==> src/rtl/plt_params.svh <==
// Constants of the logic tile: register map, field positions, sizes.
// Assumes inclusion by bare name from the package and every module.
`ifndef PLT_PARAMS_SVH
`define PLT_PARAMS_SVH
`define PLT_CELLS        8
`define PLT_CELL_IDX_W   3
`define PLT_LUT_ENTRIES  16
`define PLT_LUT_I1       1
`define PLT_LUT_I2       2
`define PLT_LUT_I3       3
`define PLT_NUM_GLOBAL   8
`define PLT_ADDR_W       8
`define PLT_DATA_W       32
`define PLT_CELL_BASE    8'h00
`define PLT_CELL_SHIFT   2
`define PLT_CTRL_ADDR    8'h20
`define PLT_STAT_ADDR    8'h24
`define PLT_CMD_ADDR     8'h28
`define PLT_CELL_CFG_W   18
`define PLT_CTRL_W       8
`define PLT_CTRL_RESET   8'h00
`define PLT_CMD_DONE_BIT 0
`define PLT_STAT_FF_LSB  8
`define PLT_STAT_OUT_LSB 16
`endif

==> src/rtl/plt_pkg.sv <==
// Types shared by the logic tile modules.
// Assumes plt_params.svh sits on the include path.
`include "plt_params.svh"
package plt_pkg;
  typedef logic [`PLT_LUT_I3:0] plt_lut_in_t;
  typedef plt_lut_in_t [`PLT_CELLS-1:0] plt_lut_bus_t;
  typedef struct packed {
    logic                        carryMode;
    logic                        regOut;
    logic [`PLT_LUT_ENTRIES-1:0] truth;
  } plt_cell_cfg_t;
  typedef plt_cell_cfg_t [`PLT_CELLS-1:0] plt_cfg_arr_t;
  typedef struct packed {
    logic       srSets;
    logic       srSync;
    logic       srUsed;
    logic       ceUsed;
    logic [3:0] clkSel;
  } plt_ctrl_t;
  typedef enum logic [1:0] {
    PLT_UNCONF = 2'h0,
    PLT_GRST   = 2'h1,
    PLT_RUN    = 2'h3
  } plt_phase_t;
  typedef struct packed {
    plt_phase_t              phase;
    plt_ctrl_t               ctrl;
    logic                    tickPrev;
    logic [`PLT_CELLS-1:0]   ff;
    logic [`PLT_CELLS-1:0]   out;
    logic                    carryOut;
    logic [`PLT_DATA_W-1:0]  rdata;
  } plt_tile_state_t;
endpackage

==> src/rtl/plt_logic_tile.sv <==
// Logic tile: eight slices with shared clock, enable and set/reset.
// Assumes all inputs synchronous to mclk; tile clock sources are
// sampled and their rising edges act as update events.
//
// Notes on behaviour
// - Tile holds eight slices, each one table and one flip-flop.
// - Table takes four inputs, any function, sixteen by one read-only.
// - Flip-flop has optional clock enable and optional set/reset.
// - Device-wide reset clears every flip-flop after configuration completes.
// - Each slice has carry logic for arithmetic and wide functions.
// - One clock enable shared by all eight slices.
// - One shared set/reset, configurable asynchronous or synchronous.
// - Tile clock from one of eight global nets or general routing.
// - Slice output is table result or flip-flop value, per configuration.
// - Without set/reset in use, flip-flops are only cleared while unconfigured and after configuration.
// - Each slice takes carry from previous stage, drives next stage.
// - Flip-flop wake-up state during configuration is always reset.
`timescale 1ns/10ps
`default_nettype none
`include "plt_params.svh"
module plt_logic_tile
  import plt_pkg::*;
(
  input  wire logic                      mclk,            // Clock, 50 MHz
  input  wire logic                      arst_n,          // Async reset
  input  wire logic [`PLT_ADDR_W-1:0]    regAddr,         // Register address
  input  wire logic [`PLT_DATA_W-1:0]    regWdata,        // Write data
  input  wire logic                      regWr,           // Write strobe
  input  wire logic                      regRd,           // Read strobe
  output logic      [`PLT_DATA_W-1:0]    regRdata,        // Read data
  input  wire plt_lut_bus_t              cellIn,          // Table inputs
  input  wire logic [`PLT_NUM_GLOBAL-1:0] globalNetDriver, // Global nets
  input  wire logic                      routeClk,        // Routed clock
  input  wire logic                      tileCe,          // Clock enable
  input  wire logic                      tileSr,          // Set/reset
  input  wire logic                      chainCarryIn,    // Carry in
  output logic      [`PLT_CELLS-1:0]     cellOut,         // Slice outputs
  output logic                           chainCarryOut    // Carry out
);
  plt_tile_state_t tile_reg;
  plt_tile_state_t tile_next;
  plt_cfg_arr_t    cfgArr;
  logic [`PLT_CELLS-1:0] lutRes;
  logic [`PLT_CELLS:0]   chain;
  logic [`PLT_CELLS-1:0] regOutMask;
  logic [`PLT_CELLS-1:0] propMask;
  logic                  tickNow;
  logic                  tickRise;
  logic                  ceOk;
  logic                  srAct;
  logic                  runNow;
  logic                  cellWr;
  logic                  cmdWr;

  function automatic logic isCellAddr(input logic [`PLT_ADDR_W-1:0] a);
    return (a >= `PLT_CELL_BASE) && (a < `PLT_CTRL_ADDR)
        && (a[`PLT_CELL_SHIFT-1:0] == '0);
  endfunction

  function automatic logic [`PLT_CELL_IDX_W-1:0] cellIdx(
    input logic [`PLT_ADDR_W-1:0] a);
    logic [`PLT_ADDR_W-1:0] off;
    off = (a - `PLT_CELL_BASE) >> `PLT_CELL_SHIFT;
    return off[`PLT_CELL_IDX_W-1:0];
  endfunction

  // Top bit of the selector picks routing, else the numbered global net
  function automatic logic selectTick(input plt_ctrl_t c,
                                      input logic [`PLT_NUM_GLOBAL-1:0] g,
                                      input logic r);
    return c.clkSel[3] ? r : g[c.clkSel[2:0]];
  endfunction

  // Unmapped or misaligned addresses fall through every decode and are ignored
  assign cellWr = regWr && isCellAddr(regAddr);
  assign cmdWr  = regWr && (regAddr == `PLT_CMD_ADDR);

  plt_cfg_bank u_cfg (
    .mclk   (mclk),
    .arst_n (arst_n),
    .wrEn   (cellWr),
    .wrIdx  (cellIdx(regAddr)),
    .wrData (plt_cell_cfg_t'(regWdata[`PLT_CELL_CFG_W-1:0])),
    .cfgArr (cfgArr)
  );

  // Carry enters slice zero and leaves slice seven
  assign chain[0]               = chainCarryIn;
  assign chainCarryOut          = tile_reg.carryOut;

  genvar gi;
  generate
    for (gi = 0; gi < `PLT_CELLS; gi++) begin : g_slice
      plt_logic_slice u_slice (
        .lutIn    (cellIn[gi]),
        .cfg      (cfgArr[gi]),
        .carryIn  (chain[gi]),
        .lutOut   (lutRes[gi]),
        .carryOut (chain[gi+1])
      );
      assign regOutMask[gi] = cfgArr[gi].regOut;
      assign propMask[gi]   = cellIn[gi][`PLT_LUT_I1] ^ cellIn[gi][`PLT_LUT_I2];
    end
  endgenerate

  assign runNow   = (tile_reg.phase == PLT_RUN);
  assign tickNow  = selectTick(tile_reg.ctrl, globalNetDriver, routeClk);
  // Tile sources are sampled, so a pulse must stay high for one mclk period
  // at least; a shorter pulse on a global net can be missed entirely.
  assign tickRise = tickNow & ~tile_reg.tickPrev;
  // One enable and one set/reset for the whole tile
  assign ceOk     = ~tile_reg.ctrl.ceUsed | tileCe;
  assign srAct    = tile_reg.ctrl.srUsed & tileSr;

  always_comb begin
    logic [`PLT_CELLS-1:0] ffN;
    ffN                = tile_reg.ff;
    tile_next          = tile_reg;
    tile_next.tickPrev = tickNow;
    unique case (tile_reg.phase)
      PLT_UNCONF: begin
        ffN = '0;
      end
      PLT_GRST: begin
        // Global reset pulse right after configuration completes
        ffN             = '0;
        tile_next.phase = PLT_RUN;
      end
      PLT_RUN: begin
        // Asynchronous mode acts on the next mclk edge, without a tile edge;
        // a true async path is not possible on a single-clock design.
        if (srAct && !tile_reg.ctrl.srSync) begin
          ffN = {`PLT_CELLS{tile_reg.ctrl.srSets}};
        // Sync set/reset outranks the enable, so a held enable cannot block it
        end else if (tickRise && srAct) begin
          ffN = {`PLT_CELLS{tile_reg.ctrl.srSets}};
        end else if (tickRise && ceOk) begin
          ffN = lutRes;
        end
      end
      default: begin
        tile_next.phase = PLT_UNCONF;
        ffN             = '0;
      end
    endcase
    if (cmdWr) begin
      tile_next.phase = regWdata[`PLT_CMD_DONE_BIT] ? PLT_GRST : PLT_UNCONF;
    end
    tile_next.ff = ffN;
    if (runNow) begin
      tile_next.out      = (ffN & regOutMask) | (lutRes & ~regOutMask);
      tile_next.carryOut = chain[`PLT_CELLS];
    end else begin
      tile_next.out      = '0;
      tile_next.carryOut = 1'b0;
    end
    if (regWr && regAddr == `PLT_CTRL_ADDR) begin
      tile_next.ctrl = plt_ctrl_t'(regWdata[`PLT_CTRL_W-1:0]);
    end
    // Read data are zero except in the cycle after a read strobe, so read buses of several
    // tiles can simply be OR-ed together with no extra select.
    tile_next.rdata = '0;
    if (regRd) begin
      if (isCellAddr(regAddr)) begin
        tile_next.rdata = `PLT_DATA_W'(cfgArr[cellIdx(regAddr)]);
      end else if (regAddr == `PLT_CTRL_ADDR) begin
        tile_next.rdata = `PLT_DATA_W'(tile_reg.ctrl);
      end else if (regAddr == `PLT_STAT_ADDR) begin
        tile_next.rdata = `PLT_DATA_W'(tile_reg.phase)
          | (`PLT_DATA_W'(tile_reg.ff) << `PLT_STAT_FF_LSB)
          | (`PLT_DATA_W'(tile_reg.out) << `PLT_STAT_OUT_LSB);
      end
    end
  end

  // The run state lives here and the truth tables in the bank, so withdrawing
  // configuration clears the flip-flops but keeps the tables for a restart.
  always_ff @(posedge mclk or negedge arst_n) begin
    if (!arst_n) begin
      tile_reg       <= '0;
      tile_reg.phase <= PLT_UNCONF;
      tile_reg.ctrl  <= plt_ctrl_t'(`PLT_CTRL_RESET);
    end else begin
      tile_reg <= tile_next;
    end
  end

  assign regRdata = tile_reg.rdata;
  assign cellOut  = tile_reg.out;
endmodule // plt_logic_tile
`default_nettype wire

==> src/rtl/plt_logic_slice.sv <==
// One logic slice: four-input lookup table and one carry stage.
// Assumes its configuration is held stable by the caller.
`timescale 1ns/10ps
`default_nettype none
`include "plt_params.svh"
module plt_logic_slice
  import plt_pkg::*;
(
  input  wire plt_lut_in_t   lutIn,    // Table address inputs
  input  wire plt_cell_cfg_t cfg,      // Truth table and modes
  input  wire logic          carryIn,  // Carry from previous slice
  output logic               lutOut,   // Table result
  output logic               carryOut  // Carry to next slice
);
  always_comb begin
    logic [`PLT_LUT_I3:0] idx;
    idx = lutIn;
    // In carry mode the top table input follows the carry
    if (cfg.carryMode) begin
      idx[`PLT_LUT_I3] = carryIn;
    end
    lutOut   = cfg.truth[idx];
    carryOut = (lutIn[`PLT_LUT_I1] & lutIn[`PLT_LUT_I2])
             | ((lutIn[`PLT_LUT_I1] | lutIn[`PLT_LUT_I2]) & carryIn);
  end
endmodule // plt_logic_slice
`default_nettype wire

==> src/rtl/plt_cfg_bank.sv <==
// Configuration bank: one truth table and mode pair per slice.
// Assumes one write port; all words are read in parallel.
`timescale 1ns/10ps
`default_nettype none
`include "plt_params.svh"
module plt_cfg_bank
  import plt_pkg::*;
(
  input  wire logic                       mclk,    // Clock
  input  wire logic                       arst_n,  // Async reset
  input  wire logic                       wrEn,    // Write strobe
  input  wire logic [`PLT_CELL_IDX_W-1:0] wrIdx,   // Slice index
  input  wire plt_cell_cfg_t              wrData,  // New word
  output logic                            [`PLT_CELLS*`PLT_CELL_CFG_W-1:0] cfgArr  // All words
);
  plt_cfg_arr_t bank_reg;
  plt_cfg_arr_t bank_next;

  always_comb begin
    bank_next = bank_reg;
    if (wrEn) begin
      bank_next[wrIdx] = wrData;
    end
  end

  always_ff @(posedge mclk or negedge arst_n) begin
    if (!arst_n) begin
      bank_reg <= '0;
    end else begin
      bank_reg <= bank_next;
    end
  end

  assign cfgArr = bank_reg;
endmodule // plt_cfg_bank
`default_nettype wire

==> config.mk <==
export PLATFORM = sky130hd
export DESIGN_NAME = plt_logic_tile
export DESIGN_NICKNAME = d
export VERILOG_FILES = /design/src/rtl/plt_pkg.sv /design/src/rtl/plt_logic_tile.sv /design/src/rtl/plt_logic_slice.sv /design/src/rtl/plt_cfg_bank.sv
export VERILOG_INCLUDE_DIRS = /design/src /design/src/rtl
export SDC_FILE = /design/constraint.sdc
export NUM_CORES = 1
export LEC_CHECK = 0
export BUFFER_PORTS_ARGS = -buffer_cell sky130_fd_sc_hd__clkbuf_2
export CAP_MARGIN = 10
export CELL_PAD_IN_SITES_DETAIL_PLACEMENT = 0
export CELL_PAD_IN_SITES_GLOBAL_PLACEMENT = 1
export CORE_MARGIN = 2
export CORE_UTILIZATION = 48
export DETAILED_ROUTE_END_ITERATION = 7
export PLACE_DENSITY = 0.89
export RECOVER_POWER = 100
export SLEW_MARGIN = 40
export SYNTH_ARGS = -nofsm -noshare
export SYNTH_HDL_FRONTEND = slang
export SYNTH_SLANG_ARGS = --single-unit
export TNS_END_PERCENT = 5
==> constraint.sdc <==
create_clock -name mclk -period 3.1 [get_ports mclk]
set_clock_uncertainty 0.15 [all_clocks]
set_input_delay 0.31 -clock mclk [delete_from_list [all_inputs] [get_ports mclk]]
set_output_delay 0.31 -clock mclk [all_outputs]
set_load 0.01 [all_outputs]
* Yosys cells after proc, flatten, opt, wreduce, memory -nomap -nowiden
Index checks and enable logic that the tools add are counted.
** Operators by class
- $lt $le $gt $ge :: 13
- Equality and inequality tests :: 6
- Multiplexer cells :: 44
- Bitwise operators :: 43
- Reduce and logical (&&, ||, !) cells :: 13
** Operators with widths (count)
- 144-bit bitwise mux :: 1
- 24-bit two-way mux :: 4
- 18-bit binary-select mux with 3-bit select :: 1
- 18-bit demux with 3-bit select :: 1
- 4-bit by 5-bit less-than comparator with 1-bit output, second input constant :: 8
- 18-bit two-way mux :: 2
- 1-bit binary-select mux with 4-bit select :: 8
- 8-bit two-way mux :: 4
- 8-bit by 6-bit == test with 1-bit output, second input constant :: 3
- 16-bit by 24-bit bitwise OR with 24-bit output :: 1
- 1-bit two-way mux :: 19
- 1-bit AND :: 18
- 1-bit bitwise OR :: 17
- 8-bit AND :: 2
- 2-bit by 16-bit bitwise OR with 16-bit output :: 1
- 1-bit logical AND :: 9
- 9-bit two-way mux :: 1
- 8-bit by 1-bit >= comparator with 1-bit output, second input constant :: 1
- 3-bit by 4-bit less-than comparator with 1-bit output, second input constant :: 2
- 8-bit by 6-bit less-than comparator with 1-bit output, second input constant :: 1
- 8-bit inverter :: 1
- 8-bit bitwise OR :: 1
- 2-bit zero test :: 2
- 2-bit case mux with 2 select lines :: 1
- other kinds (9) :: 10
** Storage, ports and cells
- Bits in registers :: 204
- Input bits :: 88
- Output and inout bits :: 41
- Word-level logic and storage cells :: 154

* Logic depth before layout (Yosys ltp)
Gate-level depths: netlist (run 1).
- Word-level depth :: 25
- Gate-level depth with buffers :: 8
- Mapped depth without buffers :: 7

* Cells and area by module
Synthesis (run 1) repeated with hierarchy kept, for this count alone.
** Unflattened totals
- Cell total of the unflattened synthesis :: 705
- Area total of the unflattened synthesis :: 10500.1 um^2
** Modules (own cells, without submodules)
- plt_cfg_bank :: times used 1, cells an instance 311, area an instance 5490.3 um^2, seq. area each 3603.5 um^2
- plt_logic_tile :: times used 1, cells an instance 322, area an instance 3738.6 um^2, seq. area each 1301.2 um^2
- plt_logic_slice :: times used 8, cells an instance 9, area an instance 158.9 um^2, seq. area each 0.0 um^2

* Least setup slack after synthesis (run 1)
OpenSTA, ideal clock, no wires.
- Path kind :: in2reg
- Start point :: in chainCarryIn
- End point :: reg tile_reg (netlist bit cellOut[3])
- Arrival time :: 2.108 ns
- Path slack :: 0.712 ns
- Stages :: 7
- Buffers on the path :: 0
- Cells stage by stage :: maj3_2 > maj3_2 > maj3_2 > mux2i_4 > mux4_2 > a21oi_2 > a211oi_2
** RTL lines
- start: declaration :: line plt_logic_tile.sv:36 : input wire logic chainCarryIn,
- end signal: assignment :: line plt_logic_tile.sv:184 : tile_reg <= tile_next;
- end: declaration :: line plt_logic_tile.sv:40 : plt_tile_state_t tile_reg;

* Worst setup path after layout (run 1)
- Start point :: in regAddr[1]
- End point :: reg u_cfg.bank_reg (netlist bit u_cfg.cfgArr[107])
** On the way
- Longest elaborated chain between the ends :: 4
- Elaborated cells on any way between the ends :: 6
** Ends and longest elaborated chain
- start: declaration :: line plt_logic_tile.sv:26 : input wire logic [`PLT_ADDR_W-1:0] regAddr,
- 8-bit by 1-bit >= comparator with 1-bit output (no line) or 8-bit by 6-bit less-than comparator with 1-bit output (tied branches)
- 1-bit logical AND :: line plt_logic_tile.sv:56 : return (a >= `PLT_CELL_BASE) && (a < `PLT_CTRL_ADDR)
- 1-bit logical AND (*) :: line plt_logic_tile.sv:56
- 1-bit logical AND (*) :: line plt_logic_tile.sv:75 : assign cellWr = regWr && isCellAddr(regAddr);
- end signal: assignment :: line plt_cfg_bank.sv:30 : bank_reg <= bank_next;
- end: declaration :: line plt_cfg_bank.sv:16 : plt_cfg_arr_t bank_reg;
Every way passes the cells marked *; elsewhere a longest branch is shown, timed or not.
A chain may end at the register's enable or synchronous reset.

==> run_results.csv, run 1 <==
group,metric,value,unit
sta,post-route-period-util,88.6,%
clocking,cts_max_path_bufs,2,
floorplanning,die_x,153,um
grt,grt.overflow.total,0,
critical_path,critPathMaxFanout,18,
synth,postSynthAreaPerCell,13.5,sq um
clocking,clockRootBuffer,"sky130_fd_sc_hd__clkbuf_16",
clocking,worst_skew_pair.late_latency,0.44,ns
sta,timing.max_slew.rel_slack,-21.0,%
finish,finish.net_count,951,
floorplanning,die_height,153,um
min_path,worst_hold_check_path_type,"in -> reg",
grt,grt_max_degree,71,
clocking,postCtsSetupRepairBufs,0,
grt,wire_length_of_the_first_global_routing_pass,43100,um
power_and_ir_drop,power_density,482,nW/um^2
routing,drc_errors,0,
synth,synth-warning-count,0,
critical_path,crit_slowest_cell,"sky130_fd_sc_hd__clkbuf_1",
synth,postSynth.asyncResetShare,100,%
placement,gp_congestion,0.882,
finish,area_delta_synth_final,10.2,%
placement,dp_hpwl,20200,um
clocking,number_of_clock_buffers_inserted_by_tritoncts,17,
sta,maxSlewViolCount,70,
critical_path,worst_setup_path_start_kind,"input port",
power_and_ir_drop,power_leakage,5.31,nW
sta,hold_viol,0,
finish,antenna_cells,0,
critical_path,cpPeakStageDelay,0.94,ns
floorplanning,placement_rows,54,
synth,post_synth_inst_count,785,
power_and_ir_drop,max-vdd-ir-drop,0.315,mV
routing,final_antenna_net_count,0,
routing,drt-initial-drc-count,484,
job,drv_cap,1,
sta,timing.setup.tns,0,ns
grt,grt_pass1_vias,7234,
sta,fmax,364,MHz
critical_path,worstPathCellList,"clkbuf_2, nor4_1, and2b_1, nand3_1, nor3_1, clkbuf_1, mux2_2",
finish,largest_register_ff_count,144,
floorplanning,io_pins,129,
routing,dr.pass1.iters,5,
clocking,cts_tree,"built",
routing,drt-total-wl,27700,um
synth,syn-cell-area,10600,sq um
clocking,cts_sinks,196,
routing,route.detailed.vias_per_inst,6.09,
clocking,hold_buffers,3,
sta,fin_hold_ws,0.0913,ns
sta,setup_repair_after_global_routing_missed_its_margin,"false",
power_and_ir_drop,switchingPower,0.00150,W
outcome,outcome,"finished, violations left",
critical_path,critPathArrivalTime,2.92,ns
placement,io_buffer_count,106,
power_and_ir_drop,power_frac_seq,49.1,%
floorplanning,die-area,23300,sq um
grt,global_route.usage.total,24.3,%
sta,setup-violations-final,0,
clocking,clkTransAtPathRegs,0.07,ns
power_and_ir_drop,power_switching_share,26.6,%
synth,ys_seq_area_share,46.3,%
critical_path,setup.worst_path.class,"in -> reg",
finish,drive_above_1_share,41.3,%
critical_path,worst_setup_path_end_kind,"flop",
synth,postSynth.topFlopCell,"sky130_fd_sc_hd__dfrtp_1",
clocking,htree_levels,4,
outcome,violated_checks,"capacitance limit, slew limit",
grt,number_of_antenna_violations_at_the_first_check_in_global_routing,1,
routing,vias,7027,
critical_path,critical_path_required,3.27,ns
synth,yosys_register_bits,196,
critical_path,rrSetupSlack,0.38,ns
finish,filler_instances,1845,
sta,worst_pin_slew,1.81,ns
routing,routedWlPerCell,24.0,um
sta,post-route-min-period,2.75,ns
power_and_ir_drop,power.combinational.fraction,12.0,%
power_and_ir_drop,internal_power,0.00413,W
floorplanning,start_util,48.7,%
synth,synth_edf_count,0,
synth,synth.lib_cells_used.distinct,71,
power_and_ir_drop,power.clock.fraction,38.9,%
floorplanning,core,21800,sq um
clocking,post_cts_resized,0,
## cell usage after synthesis (all sizes together) (2+ instances only)
| cell type | count | area, sq um |
|---|---|---|
| o21a | 5 | 38.8 |
| o21ai | 12 | 75.1 |
| nor2 | 26 | 110 |
| or2 | 2 | 12.5 |
| nand2b | 3 | 18.8 |
| nand3b | 2 | 15.0 |
| o211ai | 7 | 52.6 |
| or3 | 2 | 12.5 |
| mux2i | 19 | 203 |
| a21o | 2 | 15.0 |
| nand2 | 52 | 198 |
| a221oi | 2 | 30.0 |
| a221o | 2 | 21.3 |
| mux2 | 154 | 1730 |
| nor2b | 22 | 138 |
| inv | 7 | 26.3 |
| nand3 | 7 | 35.0 |
| clkbuf | 17 | 66.3 |
| o32ai | 2 | 32.5 |
| a22o | 3 | 26.3 |
| maj3 | 3 | 33.8 |
| nand4 | 3 | 18.8 |
| a21boi | 3 | 22.5 |
| nor4 | 2 | 27.5 |
| a21oi | 45 | 240 |
| a211oi | 5 | 42.5 |
| nor3b | 6 | 55.1 |
| a41oi | 2 | 17.5 |
| nor3 | 3 | 20.0 |
| o22ai | 3 | 18.8 |
| o31ai | 2 | 15.0 |
| buf | 64 | 429 |
| a31oi | 4 | 46.3 |
| mux4 | 73 | 1670 |
| and2 | 4 | 25.0 |
| ha | 2 | 25.0 |
| and3 | 8 | 50.1 |
| dfrtp | 196 | 4900 |
## final timing paths
kind	cells after the start	start	end
hold reg to reg	1	cellOut[2]	regRdata[18]
min in group asynchronous	2	arst_n	regRdata[23]
setup reg to reg	7	tile_reg[50]	cellOut[0]
max in group asynchronous	3	arst_n	u_cfg.cfgArr[107]
hold / removal	2	regWdata[16]	u_cfg.cfgArr[70]
setup / recovery	7	regAddr[1]	u_cfg.cfgArr[107]
## placed cells by master (no fill, tap or decap), types with 7 or more instances in the layout
master / instances
sky130_fd_sc_hd__a21oi_1: 43
sky130_fd_sc_hd__and3_1: 8
sky130_fd_sc_hd__buf_4: 8
sky130_fd_sc_hd__clkbuf_1: 41
sky130_fd_sc_hd__clkbuf_16: 17
sky130_fd_sc_hd__clkbuf_2: 76
sky130_fd_sc_hd__conb_1: 8
sky130_fd_sc_hd__dfrtp_1: 196
sky130_fd_sc_hd__inv_1: 7
sky130_fd_sc_hd__mux2_2: 152
sky130_fd_sc_hd__mux2i_1: 18
sky130_fd_sc_hd__mux4_2: 65
sky130_fd_sc_hd__nand2_1: 52
sky130_fd_sc_hd__nand3_1: 7
sky130_fd_sc_hd__nor2_1: 24
sky130_fd_sc_hd__nor2b_1: 22
sky130_fd_sc_hd__o211ai_1: 7
sky130_fd_sc_hd__o21ai_0: 11
## cells by family after synthesis
| kind of cell | Yosys count | synth area share (%) |
|---|---|---|
| other cells | 1 | 0.0354 |
| compound gates | 103 | 6.95 |
| fa+ha+maj | 5 | 0.555 |
| buf+inv | 88 | 4.92 |
| simple gates | 146 | 7.27 |
| mux | 246 | 34.0 |
| flops | 196 | 46.3 |
## per-stage QoR
step	utilization, %	total power [W]	setup slack [ns]	cells	area, sq um
after floorplan	-	0.00321	0.712	792	10600
after global routing	53.7	0.00584	0.202	1154	11700
after detailed placement	51.6	0.00350	0.366	1119	11200
after CTS	54.4	0.00567	0.517	1154	11800
after global placement	51.6	0.00348	0.356	1119	11200
final	53.7	0.00563	0.354	1154	11700
## worst max-delay path, delay by kind of cell
kind,cells,cell delay (ns)
and+or+nand+nor,4,1.14
buffers and inverters,2,1.02
muxes,1,0.43
## area by class of cell
type | count | area [sq um] | area share (%)
inverters | 7 | 26.3 | 0.225
clock inverters | 14 | 141 | 1.21
well taps | 280 | 350 | 3.00
multi-input cells | 508 | 5150 | 44.1
flip-flops and latches | 196 | 4900 | 42.0
clock buffers | 18 | 439 | 3.76
repair buffers | 131 | 672 | 5.75
## power by group through the flow
stage	Combinational [W]	Sequential, W	Clock (W)
floorplan	0.000436	0.00277	0
global placement	0.000668	0.00281	0
detailed placement	0.000684	0.00282	0
CTS	0.000690	0.00277	0.00221
global route	0.000730	0.00278	0.00233
finish	0.000676	0.00277	0.00219
## routing by layer
metal	share of wire, %	up-vias	global-route usage [%]
met4	3.4	2	10.1
met5	0.047	-	0
met3	5.9	63	4.89
met2	50	268	39.5
li1	-	3060	-
met1	41	3634	32.2
Note: power is estimated with default switching activity, not from simulation.
==> inputs of run 2 (changes only) <==
CORE_UTILIZATION = 52   (was 48)
PLACE_DENSITY = 0.95   (was 0.89)
clock period = 3.4 ns   (was 3.1 ns; I/O delays follow)
==> run_results.csv, run 2 (synthesis gave the netlist of run 1 again) <==
group,metric,value,unit
grt,global_route.usage.total,26.1,%
power_and_ir_drop,switchingPower,0.00132,W
sta,fmax,343,MHz
placement,gp_congestion,0.875,
routing,drt-total-wl,27700,um
clocking,cts_max_path_bufs,2,
placement,dp_hpwl,19800,um
grt,wire_length_of_the_first_global_routing_pass,42100,um
grt,grt.met1_usage,34.1,%
power_and_ir_drop,power_switching_share,25.3,%
critical_path,setup.worst_path.class,"reg -> reg",
clocking,clkTransAtPathRegs,0.07,ns
finish,finish.net_count,943,
grt,top_usage_layer,"met2",
job,drv_cap,1,
sta,timing.max_slew.rel_slack,-34.1,%
sta,maxSlewViolCount,82,
routing,final_antenna_net_count,0,
clocking,htree_levels,4,
min_path,hp-start,"routeClk",
critical_path,rr_worst_depth,7,
grt,number_of_antenna_violations_at_the_first_check_in_global_routing,0,
sta,timing.setup.tns,0,ns
routing,route.detailed.vias_per_inst,6.26,
routing,drc_errors,0,
critical_path,critPathArrivalTime,3.08,ns
grt,use_met3,4.69,%
power_and_ir_drop,power.combinational.fraction,11.7,%
clocking,postCtsSetupRepairBufs,0,
sta,worst_pin_slew,2.01,ns
power_and_ir_drop,power.clock.fraction,39.8,%
clocking,clockRootBuffer,"sky130_fd_sc_hd__clkbuf_16",
routing,drt-initial-drc-count,602,
power_and_ir_drop,max-vdd-ir-drop,0.309,mV
finish,finish.utilization,57.8,%
power_and_ir_drop,internal_power,0.00389,W
min_path,worst_hold_check_path_type,"in -> reg",
min_path,hold_path_cells,3,
outcome,outcome,"finished, violations left",
floorplanning,core,20100,sq um
placement,io_buffer_count,106,
critical_path,worst_setup_path_end_kind,"flop",
floorplanning,placement_rows,52,
critical_path,rrSetupSlack,0.49,ns
power_and_ir_drop,power_frac_seq,48.5,%
floorplanning,start_util,52.7,%
clocking,cts_tree,"built",
critical_path,r2r-start,"tile_reg[50]",
floorplanning,die_height,147,um
critical_path,critPathMaxFanout,6,
finish,area_delta_synth_final,9.64,%
power_and_ir_drop,power_density,448,nW/um^2
routing,routedWlPerCell,24.4,um
min_path,timing.hold.worst_endpoint,"tile_reg[49]",
grt,grt.overflow.total,0,
grt,grtUsageMet2,43.2,%
critical_path,critical_path_required,3.57,ns
finish,largest_register_ff_count,144,
finish,antenna_cells,0,
routing,dr.pass1.iters,5,
finish,layout.cells.most_common_list,"sky130_fd_sc_hd__dfrtp_1, sky130_fd_sc_hd__mux2_2, sky130_fd_sc_hd__clkbuf_2",
sta,setup_repair_after_global_routing_missed_its_margin,"false",
clocking,number_of_clock_buffers_inserted_by_tritoncts,17,
power_and_ir_drop,pnr_total_power,0.00521,W
floorplanning,die_x,147,um
power_and_ir_drop,power_leakage,5.27,nW
floorplanning,io_pins,129,
grt,grt_pass1_vias,7137,
finish,drive_above_1_share,40.1,%
critical_path,worstReg2RegEnd,"cellOut[3]",
finish,layout_commonest_cell,"sky130_fd_sc_hd__dfrtp_1",
critical_path,worst_setup_path_start_kind,"flop",
sta,setup-violations-final,0,
sta,post-route-period-util,85.6,%
sta,hold_viol,0,
clocking,worst_skew_pair.late_latency,0.44,ns
outcome,violated_checks,"capacitance limit, slew limit",
clocking,cts_sinks,196,
grt,grt_max_degree,83,
routing,vias,7109,
sta,post-route-min-period,2.91,ns
floorplanning,die-area,21600,sq um
[run 2: cell types whose count changed in the layout (fill, tap and decap cells not counted), moves of 3 or more]
cell,previous run,this run
sky130_fd_sc_hd__inv_6,5,1
sky130_fd_sc_hd__clkinv_4,5,2
sky130_fd_sc_hd__clkbuf_2,76,73
sky130_fd_sc_hd__clkinvlp_4,1,4
sky130_fd_sc_hd__o21ai_0,11,7
[run 2: routing by layer]
layer  routed length [um]  up-vias
li1                     -     3037
met1                11100     3666
met2                13600      331
met3                 2020       75
met4                 1050        0
met5                    0        -
[run 2: worst max-delay path by stage]
stage               depth (start not counted)    endpoint  slack [ns]         start
floorplan                                   7  cellOut[3]        0.98  chainCarryIn
global placement                            8  cellOut[3]        0.66     cellIn[1]
detailed placement                          8  cellOut[3]        0.66     cellIn[1]
CTS                                         6  cellOut[2]        0.70  tile_reg[50]
global route                                7  cellOut[6]        0.32  tile_reg[50]
finish                                      7  cellOut[3]        0.49  tile_reg[50]
[run 2: power groups by stage]
| stage | combinational [W] | clock, W | sequential, W |
|---|---|---|---|
| after detailed placement | 0.000616 | 0 | 0.00257 |
| after floorplan | 0.000397 | 0 | 0.00253 |
| after global routing | 0.000657 | 0.00219 | 0.00253 |
| after global placement | 0.000599 | 0 | 0.00256 |
| after CTS | 0.000619 | 0.00208 | 0.00252 |
| final | 0.000612 | 0.00207 | 0.00253 |
[run 2: final cells by class]
| cell class | instances | area (sq um) |
|---|---|---|
| fillers | 1588 | 8480 |
| well taps | 270 | 338 |
| inverters | 7 | 26.3 |
| repair buffers | 123 | 618 |
| clock inverters | 11 | 151 |
| flip-flops and latches | 196 | 4900 |
| multi-input cells | 508 | 5140 |
| clock buffers | 21 | 450 |
[run 2: timing repair]
action                    CTS  global route
hold endpoints to repair   80             0
gates resized for setup     0             0
hold buffers                1             0
[run 2: worst max-delay path, stage by stage, from the launching register on]
cell and delay (ns):
sky130_fd_sc_hd__dfrtp_1 0.43, sky130_fd_sc_hd__mux4_2 0.51, sky130_fd_sc_hd__mux2_1 0.39, sky130_fd_sc_hd__o21a_1 0.26
sky130_fd_sc_hd__nor2_1 0.33, sky130_fd_sc_hd__o21a_1 0.26, sky130_fd_sc_hd__o21ai_1 0.12, sky130_fd_sc_hd__a211oi_1 0.33
[run 2: stage by stage]
step                hold slack [ns]  std cells  cell area (sq um)  setup slack [ns]
finish                       0.0190       1136              11600             0.488
global route                 0.0428       1136              11600             0.322
CTS                         0.00934       1136              11800             0.703
detailed placement            0.268       1103              11200             0.661
global placement              0.265       1103              11200             0.664
floorplan                    -0.106        792              10600             0.982
